[src/hw/dpsrc_params.svh]
// constants for the dual-port strap and reset configuration block
`ifndef DPSRC_PARAMS_SVH
`define DPSRC_PARAMS_SVH

`define DPSRC_SLEW_W        2
`define DPSRC_BASE_W        4
`define DPSRC_ADDR_W        5
`define DPSRC_SLEW_RST      2'h0
`define DPSRC_BASE_RST      4'h0
`define DPSRC_PORT0_LSB     1'h0
`define DPSRC_PORT1_LSB     1'h1
`define DPSRC_REG27_SLEW_HI 11
`define DPSRC_REG27_SLEW_LO 10
`define DPSRC_REG0_SWRST    15

`endif

[src/hw/dpsrc_pkg.sv]
// types shared by the strap and reset configuration block
package dpsrc_pkg;
  typedef struct packed {
    logic [1:0] slew;
    logic [3:0] base_addr;
    logic       mgmt_disable;
  } dpsrc_strap_t;

  typedef struct packed {
    logic [4:0] port0_addr;
    logic [4:0] port1_addr;
  } dpsrc_addr_t;

  typedef enum logic [1:0] {
    DPSRC_IN_RESET,
    DPSRC_SAMPLE,
    DPSRC_RUN
  } dpsrc_state_t;
endpackage

[src/hw/dpsrc_sync2.sv]
// two-flop synchroniser for a bundle of asynchronous pin levels
`timescale 1ns/1ns
`default_nettype none
module dpsrc_sync2 #(
  parameter int WIDTH = 1
) (
  // clock and reset
  input  wire logic             clock,
  input  wire logic             rst_b,
  // levels
  input  wire logic [WIDTH-1:0] async_in,
  output logic      [WIDTH-1:0] sync_out
);
  logic [WIDTH-1:0] meta_reg;
  logic [WIDTH-1:0] meta_next;
  logic [WIDTH-1:0] sync_reg;
  logic [WIDTH-1:0] sync_next;

  always_comb
  begin
    meta_next = async_in;
    sync_next = meta_reg;
  end

  always_ff @(posedge clock or negedge rst_b)
  begin
    if (!rst_b)
    begin
      meta_reg <= '0;
      sync_reg <= '0;
    end
    else
    begin
      meta_reg <= meta_next;
      sync_reg <= sync_next;
    end
  end

  assign sync_out = sync_reg;
endmodule
`default_nettype wire

[src/hw/dpsrc_top.sv]
// strap capture, address derivation and reset combining for both ports
//
// Functional notes
// - two slew straps load register 27 bits 11:10 at power-on, shared by both ports
// - four address straps form bits 4:1 of port 0 address
// - address bit 0 internal; port 1 address is port 0 plus one
// - in fiber mode each port uses its own signal-detect input
// - management-disable low: straps set defaults only, management owns bits after reset
`timescale 1ns/1ns
`default_nettype none
`include "dpsrc_params.svh"
module dpsrc_top (
  // clock and pin reset
  input  wire logic                      clock,
  input  wire logic                      rst_b,
  // software reset, control bit 0.15
  input  wire logic                      sw_reset,
  // strap pins
  input  wire logic                      slew_sel_strap_lo,
  input  wire logic                      slew_sel_strap_hi,
  input  wire logic                      base_addr_strap_b4,
  input  wire logic                      base_addr_strap_b3,
  input  wire logic                      base_addr_strap_b2,
  input  wire logic                      base_addr_strap_b1,
  input  wire logic                      mgmt_disable_strap,
  input  wire logic [1:0]                test_mode,
  // management writes to register 27 slew field
  input  wire logic                      mgmt_slew_we,
  input  wire logic [`DPSRC_SLEW_W-1:0]  mgmt_slew_wdata,
  // per-port medium selection and signal detect
  input  wire logic                      fiber_mode_p0,
  input  wire logic                      fiber_mode_p1,
  input  wire logic                      fiber_sig_detect_p0,
  input  wire logic                      fiber_sig_detect_p1,
  // results
  output logic                           core_reset_b,
  output logic [`DPSRC_SLEW_W-1:0]       slew_sel,
  output logic [`DPSRC_ADDR_W-1:0]       port0_addr,
  output logic [`DPSRC_ADDR_W-1:0]       port1_addr,
  output logic                           mgmt_port_enable,
  output logic                           sig_ok_p0,
  output logic                           sig_ok_p1,
  output logic                           test_mode_active
);
  logic                  rst_meta_reg;
  logic                  rst_sync_reg;
  logic                  rst_meta_next;
  logic                  rst_sync_next;
  logic                  sys_rst_b;
  logic [10:0]           pins_sync;
  logic [1:0]            test_sync;
  dpsrc_pkg::dpsrc_strap_t strap_now;
  dpsrc_pkg::dpsrc_strap_t strap_reg;
  dpsrc_pkg::dpsrc_strap_t strap_next;
  dpsrc_pkg::dpsrc_state_t state_reg;
  dpsrc_pkg::dpsrc_state_t state_next;
  logic [`DPSRC_SLEW_W-1:0] slew_reg;
  logic [`DPSRC_SLEW_W-1:0] slew_next;
  dpsrc_pkg::dpsrc_addr_t   addr_reg;
  dpsrc_pkg::dpsrc_addr_t   addr_next;
  logic [1:0]               sig_reg;
  logic [1:0]               sig_next;

  // combined reset: pin or software bit; pin reset release passes through two flops
  always_comb
  begin
    rst_meta_next = 1'b1;
    rst_sync_next = rst_meta_reg;
  end

  always_ff @(posedge clock or negedge rst_b)
  begin
    if (!rst_b)
    begin
      rst_meta_reg <= 1'b0;
      rst_sync_reg <= 1'b0;
    end
    else
    begin
      rst_meta_reg <= rst_meta_next;
      rst_sync_reg <= rst_sync_next;
    end
  end

  // sw_reset comes from same-clock register logic, so no synchroniser
  assign sys_rst_b    = rst_sync_reg & ~sw_reset;
  assign core_reset_b = sys_rst_b;

  // all strap and detect pins are asynchronous board levels
  dpsrc_sync2 #(
    .WIDTH (11)
  ) u_pin_sync (
    .clock    (clock),
    .rst_b    (rst_b),
    .async_in ({slew_sel_strap_hi, slew_sel_strap_lo,
                base_addr_strap_b4, base_addr_strap_b3,
                base_addr_strap_b2, base_addr_strap_b1,
                mgmt_disable_strap, fiber_sig_detect_p1,
                fiber_sig_detect_p0, test_mode}),
    .sync_out (pins_sync)
  );

  assign test_sync              = pins_sync[1:0];
  assign strap_now.slew         = pins_sync[10:9];
  assign strap_now.base_addr    = pins_sync[8:5];
  assign strap_now.mgmt_disable = pins_sync[4];

  // sample straps one cycle after reset release, once synchronised values settle
  always_comb
  begin
    state_next = state_reg;
    strap_next = strap_reg;
    case (state_reg)
      dpsrc_pkg::DPSRC_IN_RESET:
        state_next = dpsrc_pkg::DPSRC_SAMPLE;
      dpsrc_pkg::DPSRC_SAMPLE:
      begin
        strap_next = strap_now;
        state_next = dpsrc_pkg::DPSRC_RUN;
      end
      dpsrc_pkg::DPSRC_RUN:
        state_next = dpsrc_pkg::DPSRC_RUN;
      default:
        state_next = dpsrc_pkg::DPSRC_IN_RESET;
    endcase
  end

  always_ff @(posedge clock or negedge sys_rst_b)
  begin
    if (!sys_rst_b)
    begin
      state_reg <= dpsrc_pkg::DPSRC_IN_RESET;
      strap_reg <= '0;
    end
    else
    begin
      state_reg <= state_next;
      strap_reg <= strap_next;
    end
  end

  // register 27 slew field: strap gives the power-on value,
  // management may overwrite it unless the management port is disabled
  always_comb
  begin
    slew_next = slew_reg;
    if (state_reg == dpsrc_pkg::DPSRC_SAMPLE)
    begin
      slew_next = strap_now.slew;
    end
    else if (state_reg == dpsrc_pkg::DPSRC_RUN && mgmt_slew_we && !strap_reg.mgmt_disable)
    begin
      slew_next = mgmt_slew_wdata;
    end
  end

  always_ff @(posedge clock or negedge sys_rst_b)
  begin
    if (!sys_rst_b)
    begin
      slew_reg <= `DPSRC_SLEW_RST;
    end
    else
    begin
      slew_reg <= slew_next;
    end
  end

  // one slew setting drives both port cores
  assign slew_sel = slew_reg;

  // port addresses from the held base strap
  always_comb
  begin
    addr_next.port0_addr = {strap_reg.base_addr, `DPSRC_PORT0_LSB};
    addr_next.port1_addr = {strap_reg.base_addr, `DPSRC_PORT1_LSB};
  end

  always_ff @(posedge clock or negedge sys_rst_b)
  begin
    if (!sys_rst_b)
    begin
      addr_reg <= '0;
    end
    else
    begin
      addr_reg <= addr_next;
    end
  end

  assign port0_addr = addr_reg.port0_addr;
  assign port1_addr = addr_reg.port1_addr;

  // management port lives only once straps are held and it is not disabled
  assign mgmt_port_enable = (state_reg == dpsrc_pkg::DPSRC_RUN) & ~strap_reg.mgmt_disable;

  // signal quality: own detect in fiber mode; in twisted-pair the pin is grounded
  always_comb
  begin
    sig_next[0] = fiber_mode_p0 & pins_sync[2];
    sig_next[1] = fiber_mode_p1 & pins_sync[3];
  end

  always_ff @(posedge clock or negedge sys_rst_b)
  begin
    if (!sys_rst_b)
    begin
      sig_reg <= 2'h0;
    end
    else
    begin
      sig_reg <= sig_next;
    end
  end

  assign sig_ok_p0 = sig_reg[0];
  assign sig_ok_p1 = sig_reg[1];

  // flags a board that violates the low tie on the test inputs
  assign test_mode_active = |test_sync;
endmodule
`default_nettype wire

[config.mk]
export PLATFORM = sky130hd
export DESIGN_NAME = dpsrc_top
export DESIGN_NICKNAME = d
export VERILOG_FILES = /design/src/hw/dpsrc_pkg.sv /design/src/hw/dpsrc_sync2.sv /design/src/hw/dpsrc_top.sv
export VERILOG_INCLUDE_DIRS = /design/src /design/src/hw
export SDC_FILE = /design/constraint.sdc
export NUM_CORES = 1
export LEC_CHECK = 0
export ABC_CLOCK_PERIOD_IN_PS = 1400
export BUFFER_PORTS_ARGS = -buffer_cell sky130_fd_sc_hd__buf_2
export CORE_MARGIN = 5
export CORE_UTILIZATION = 49
export CTS_CLUSTER_SIZE = 20
export DETAILED_ROUTE_END_ITERATION = 8
export HOLD_SLACK_MARGIN = 0.03
export PLACE_DENSITY_LB_ADDON = 0.05
export REMOVE_ABC_BUFFERS = 1
export SETUP_SLACK_MARGIN = 0.02
export SLEW_MARGIN = 20
export SYNTH_ARGS = -nofsm -noshare
export SYNTH_HDL_FRONTEND = slang
export SYNTH_SLANG_ARGS = --single-unit
[constraint.sdc]
create_clock -name clock -period 1.4 [get_ports clock]
set_clock_uncertainty 0.05 [all_clocks]
set_input_delay 0.07 -clock clock [delete_from_list [all_inputs] [get_ports clock]]
set_output_delay 0.07 -clock clock [all_outputs]
set_load 0.02 [all_outputs]
==> results_dict.tcl, run 1 <==
set metrics [dict create \
    synth-async-reset-ratio_pct 100.0 \
    fp.dieArea_sq_um 3655 \
    io_pins 36 \
    power_density_nw_per_um2 1160 \
    finalWeightedCongestion 0.6518 \
    detail_route.vias_per_cell 4.418 \
    path_max_fanout 4 \
    maximum_number_of_pins_on_one_net_before_global_route_repair 25 \
    min-delay-start "mgmt_slew_wdata[1]" \
    yosysMostFrequentCell "sky130_fd_sc_hd__dfrtp_1" \
    layout_setup_ws_ns -0.03989 \
    proportion_of_netlist_area_held_by_the_largest_area_contributor_pct 80.24 \
    antenna_violations_before_repair 0 \
    number_of_iterations_in_the_first_detailed_routing_pass 3 \
    root_buffer "sky130_fd_sc_hd__clkbuf_4" \
    vias 698 \
    min_period_ns 1.440 \
    avgRoutedWirePerCell_um 12.03 \
    fillers 160 \
    critPathKind "flop to flop" \
    timing.critical_path.buf_inv 1 \
    grt_util_met2_pct 22.69 \
    critPathTopFamily "multiplexers" \
    cp_data_arrival_time_ns 1.62 \
    cts_inserted_buffers 5 \
    drt.antenna.violating_nets 0 \
    rel_slew_slack_pct 66.06 \
    port_buffers 34 \
    dpl.hpwl_um 1195 \
    report.power.total_w 0.002037 \
    initial_core_util_pct 50.82 \
    clock_pin_slew_reported_for_the_worst_setup_and_hold_paths_after_clock_tree_synthesis_ns 0.11 \
    synth_top_area_cell "sky130_fd_sc_hd__dfrtp_1" \
    cts_num_sinks 40 \
    period_share_pct 102.8 \
    crit_top_cell "sky130_fd_sc_hd__mux2_4" \
    grt_pass1_wl_um 3325 \
    worstMarginPinSlew_ns 0.5091 \
    crit_chain "buf_6 > ha_4 > mux2_4 > mux2_4" \
    number_of_flops_mapped_to_enable_cells_by_yosys 0 \
    placement_rows 18 \
    synth.lib_cells_used.distinct 12 \
    groute.layer.met3.usage_pct 6.383 \
    die_width_um 60.46 \
    hold_ws_ns 0.04822 \
    tritoncts_clock_tree "yes" \
    coreArea_sq_um 2455 \
    grt_pass1_vias 732 \
    area_added_between_synthesis_and_finish_pct 40.82 \
    synth_top_cells_by_count "40 x sky130_fd_sc_hd__dfrtp_1, 7 x sky130_fd_sc_hd__mux2_2, 5 x sky130_fd_sc_hd__buf_4, 3 x sky130_fd_sc_hd__ha_1" \
    timing.fmax_mhz 694.5 \
    reg2reg_from "state_reg[0]" \
    finalWirelength_um 1901 \
    clock_latency_ns 0.33 \
    timing.final.max_slew_violations 0 \
    critical_path.endpoint_type "flop" \
    globalRouteMet1Util_pct 13.74 \
    global_route.usage.total_pct 13.17 \
    timing.critical_path.from "state_reg[0]" \
    violations "setup timing" \
    grt-busiest-layer "met2" \
    count_of_synthesis_stage_warnings_from_yosys 0 \
    holdCritPathClass "primary input to flop" \
    netlist_instances 68 \
    post_layout_nonfiller_instances 158 \
    diodes 0 \
    synthesis.area_sq_um 1247 \
    fp.dieH_um 60.46 \
    place_area_sq_um 1440 \
    kind_of_start_point_of_the_critical_path "flop" \
    fin_setup_tns_ns -0.06986 \
    critical_path.max_stage_delay_ns 0.42 \
    dominantRegCellSynth "sky130_fd_sc_hd__dfrtp_1" \
    drive_gt1_share_pct 50.00 \
    total_instance_count_after_detailed_placement 131 \
    setup-violations-final 2 \
    final_area_sq_um 1757 \
    rsz0062_at_grt "true" \
    cp_slowest_cell "sky130_fd_sc_hd__dfrtp_1" \
    max_cap_violations 0 \
    register_area_sq_um 1001 \
    htreeDepth 2 \
    drt_drc_violations_left 0 \
    drt-initial-drc-count 4 \
    clock_tree.buffer_depth 2 \
    p_leak_nw 0.8754 \
    report.final.hold_viol_count 0 \
    multi_input_area_sq_um 245.2 \
    cp.required_ns 1.58 \
    synthTopCellsByArea "sky130_fd_sc_hd__dfrtp_1 80%, sky130_fd_sc_hd__mux2_2 6.3%, sky130_fd_sc_hd__buf_4 3.0%" \
    status "finished, violations left" \
    synth_area_per_cell_sq_um 18.34 \
    ys_ff_latch 40 \
    nets 150 \
    synth-seq-area-share_pct 80.24 \
    gr-total-overflow 0 \
    worst_ir_drop_vdd_v 0.001056 \
]
[routing by layer]
| metal | wire length [um] | vias to the layer above |
|---|---|---|
| li1 | - | 324 |
| met1 | 692 | 345 |
| met2 | 1022 | 23 |
| met3 | 151 | 6 |
| met4 | 34 | 0 |
| met5 | 0 | - |
[placed cells by master (no fill, tap or decap)]
master,n
sky130_fd_sc_hd__buf_2,33
sky130_fd_sc_hd__and2_1,2
sky130_fd_sc_hd__nor2b_1,1
sky130_fd_sc_hd__dfrtp_1,40
sky130_fd_sc_hd__clkbuf_8,2
sky130_fd_sc_hd__clkbuf_4,5
sky130_fd_sc_hd__inv_2,1
sky130_fd_sc_hd__or2_2,1
sky130_fd_sc_hd__conb_1,3
sky130_fd_sc_hd__buf_4,7
sky130_fd_sc_hd__inv_1,1
sky130_fd_sc_hd__nor2b_4,1
sky130_fd_sc_hd__a21oi_4,1
sky130_fd_sc_hd__mux2_2,5
sky130_fd_sc_hd__dlygate4sd3_1,16
sky130_fd_sc_hd__ha_1,1
sky130_fd_sc_hd__ha_4,2
sky130_fd_sc_hd__mux2_4,4
sky130_fd_sc_hd__buf_6,2
[final cells by class]
cell class / instances / area share, %
timing repair buffer: 58 / 22.79
multi-input combinational: 21 / 13.96
tap: 30 / 2.137
sequential: 40 / 56.98
clock buffer: 7 / 3.704
inverter: 2 / 0.4274
[power by group]
part	switching (W)	total (W)	internal, W
clock	0.000326	0.000611	0.000285
sequential	0.0000197	0.00123	0.00121
combinational	0.0000949	0.000192	0.0000968
total	0.000441	0.00204	0.00160
[worst register-to-register path, cell delays in order (launching register included)]
cell and delay [ns]:
sky130_fd_sc_hd__dfrtp_1 0.42, sky130_fd_sc_hd__buf_6 0.13, sky130_fd_sc_hd__ha_4 0.17, sky130_fd_sc_hd__mux2_4 0.29, sky130_fd_sc_hd__mux2_4 0.27
[metrics by stage]
stage          setup slack (ns)  utilization (%)
2_1_floorplan           -0.1710                -
3_3_place_gp           -0.06432            58.66
3_5_place_dp           -0.07212            58.66
4_1_cts                -0.02001            70.64
5_1_grt                -0.08437            71.56
6_report               -0.03989            71.56
[path summary, 6_finish.rpt]
kind	end	slack, ns	cells after the start
setup / recovery	slew_sel[1]	-0.04	4
min in group asynchronous	u_pin_sync.sync_out[8]	0.17	2
hold / removal	slew_sel[1]	0.05	3
max in group asynchronous	sig_reg[1]	0.72	4
hold reg to reg	u_pin_sync.sync_out[4]	0.30	0
setup reg to reg	slew_sel[1]	-0.04	4
[cells by family after synthesis]
logic type,Yosys count,synth area share [%]
AO/OA/AOI/OAI,1,0.4008
buffers and inverters,8,4.514
other,2,0.6020
adder cells (fa/ha/maj),3,3.009
multiplexers,9,8.727
flip-flops,40,80.24
AND/OR/NAND/NOR,5,2.508
[repair_timing]
action	4_1_cts	5_1_grt
setup endpoints to repair	8	4
hold buffers	15	1
hold endpoints to repair	53	1
pin swaps	1	0
gates resized for setup	11	2
setup buffers	4	0
(Power assumes the default switching activity.)
==> run 2, diff against run 1 <==
--- a/config.mk
+++ b/config.mk
@@ -20,3 +20,4 @@
 export SYNTH_ARGS = -nofsm -noshare
 export SYNTH_HDL_FRONTEND = slang
 export SYNTH_SLANG_ARGS = --single-unit
+export TNS_END_PERCENT = 30
==> run 2 against run 1 <==
The run still ends with setup timing left. Global-route usage unchanged. Sequential share of layout area unchanged. Combinational power about the same. Routed wire length unchanged. Critical path type unchanged.
==> results_dict.tcl, run 2 (same netlist as run 1, synthesis figures left out) <==
set metrics [dict create \
    clock_tree.buffer_depth 2 \
    timing.fmax_mhz 694.5 \
    drive_gt1_share_pct 50.00 \
    crit_top_cell "sky130_fd_sc_hd__mux2_4" \
    post_layout_nonfiller_instances 158 \
    htreeDepth 2 \
    avgRoutedWirePerCell_um 12.03 \
    min_period_ns 1.440 \
    holdCritPathClass "primary input to flop" \
    fp.dieH_um 60.46 \
    worst_ir_drop_vdd_v 0.001056 \
    layout.cells.most_common "sky130_fd_sc_hd__dfrtp_1" \
    clock_pin_slew_reported_for_the_worst_setup_and_hold_paths_after_clock_tree_synthesis_ns 0.11 \
    drt_drc_violations_left 0 \
    grt_pass1_vias 732 \
    layout_common_cells "40 x sky130_fd_sc_hd__dfrtp_1, 33 x sky130_fd_sc_hd__buf_2, 16 x sky130_fd_sc_hd__dlygate4sd3_1" \
    fin_setup_tns_ns -0.06986 \
    rel_slew_slack_pct 66.06 \
    tritoncts_clock_tree "yes" \
    port_buffers 34 \
    total_instance_count_after_detailed_placement 131 \
    period_share_pct 102.8 \
    drt.antenna.violating_nets 0 \
    diodes 0 \
    coreArea_sq_um 2455 \
    setup-violations-final 2 \
    gr-total-overflow 0 \
    dpl.hpwl_um 1195 \
    critical_path.endpoint_type "flop" \
    clock_latency_ns 0.33 \
    number_of_iterations_in_the_first_detailed_routing_pass 3 \
    timing.final.max_slew_violations 0 \
    fp.dieArea_sq_um 3655 \
    die_width_um 60.46 \
    antenna_violations_before_repair 0 \
    critPathKind "flop to flop" \
    maximum_number_of_pins_on_one_net_before_global_route_repair 25 \
    critical_path.max_stage_delay_ns 0.42 \
    rsz0062_at_grt "true" \
    crit_chain "buf_6 > ha_4 > mux2_4 > mux2_4" \
    cts_num_sinks 40 \
    detail_route.vias_per_cell 4.418 \
    cp.required_ns 1.58 \
    initial_core_util_pct 50.82 \
    p_leak_nw 0.8754 \
    fillers 160 \
    finalWirelength_um 1901 \
    report.final.hold_viol_count 0 \
    area_added_between_synthesis_and_finish_pct 40.82 \
    vias 698 \
    cts_inserted_buffers 5 \
    global_route.usage.total_pct 13.17 \
    grt_pass1_wl_um 3325 \
    reg2reg_from "state_reg[0]" \
    violations "setup timing" \
    cp_slowest_cell "sky130_fd_sc_hd__dfrtp_1" \
    placement_rows 18 \
    cp_data_arrival_time_ns 1.62 \
    io_pins 36 \
    layout_setup_ws_ns -0.03989 \
    timing.critical_path.from "state_reg[0]" \
    max_cap_violations 0 \
    worstMarginPinSlew_ns 0.5091 \
    drt-initial-drc-count 4 \
    path_max_fanout 4 \
    kind_of_start_point_of_the_critical_path "flop" \
    root_buffer "sky130_fd_sc_hd__clkbuf_4" \
    status "finished, violations left" \
    power_density_nw_per_um2 1160 \
    nets 150 \
    finalWeightedCongestion 0.6518 \
    worst_slack_placed_ns -0.07212 \
    min-delay-start "mgmt_slew_wdata[1]" \
]
## run 2: cell counts in the layout (fill, tap and decap cells not counted)
No cell type changed its count.
## run 2: area by class of cell
type	count	area, sq um	share of cell area (%)
Inverter	2	7.507	0.4274
Tap cell	30	37.54	2.137
Sequential cell	40	1001	56.98
Multi-Input combinational cell	21	245.2	13.96
Clock buffer	7	65.06	3.704
Timing Repair Buffer	58	400.4	22.79
## run 2: critical path: cells and delay by family (launching register included)
kind / cells / cell delay (ns)
mux: 2 / 0.56
flops: 1 / 0.42
fa+ha+maj: 1 / 0.17
buf+inv: 1 / 0.13
## run 2: what timing repair did
item | CTS | global route
gates cloned | 0 | 0
setup endpoints to repair | 8 | 4
setup buffers | 4 | 0
resized for setup | 11 | 2
pin swaps | 1 | 0
hold buffers | 15 | 1
endpoints found under the hold margin | 53 | 1
## run 2: metrics by stage
stage	hold slack (ns)	power, W	area (sq um)	util [%]
after floorplan	-0.2756	0.001327	1202	-
after global placement	0.01594	0.001400	1440	58.66
after detailed placement	0.02299	0.001406	1440	58.66
after CTS	0.03039	0.002058	1734	70.64
after global routing	0.03344	0.002148	1757	71.56
final	0.04822	0.002037	1757	71.56
## run 2: path summary, 6_finish.rpt
check / end / slack (ns) / cells past startpoint
setup / recovery: slew_sel[1] / -0.04 / 4
hold / removal: slew_sel[1] / 0.05 / 3
setup reg to reg: slew_sel[1] / -0.04 / 4
hold reg to reg: u_pin_sync.sync_out[4] / 0.30 / 0
max in group asynchronous: sig_reg[1] / 0.72 / 4
min in group asynchronous: u_pin_sync.sync_out[8] / 0.17 / 2
## run 2: power by group
group / internal [W] / switching, W / total (W)
Sequential: 0.00121 / 0.0000197 / 0.00123
Clock: 0.000285 / 0.000326 / 0.000611
Combinational: 0.0000968 / 0.0000949 / 0.000192
## run 2: layer usage
layer	share of wire, %	vias to the layer above	routed length, um	GRT usage (%)
li1	-	324	-	-
met1	36	345	692	13.74
met2	54	23	1022	22.69
met3	7.9	6	151	6.383
met4	1.8	0	34	5.573
met5	0	-	0	0
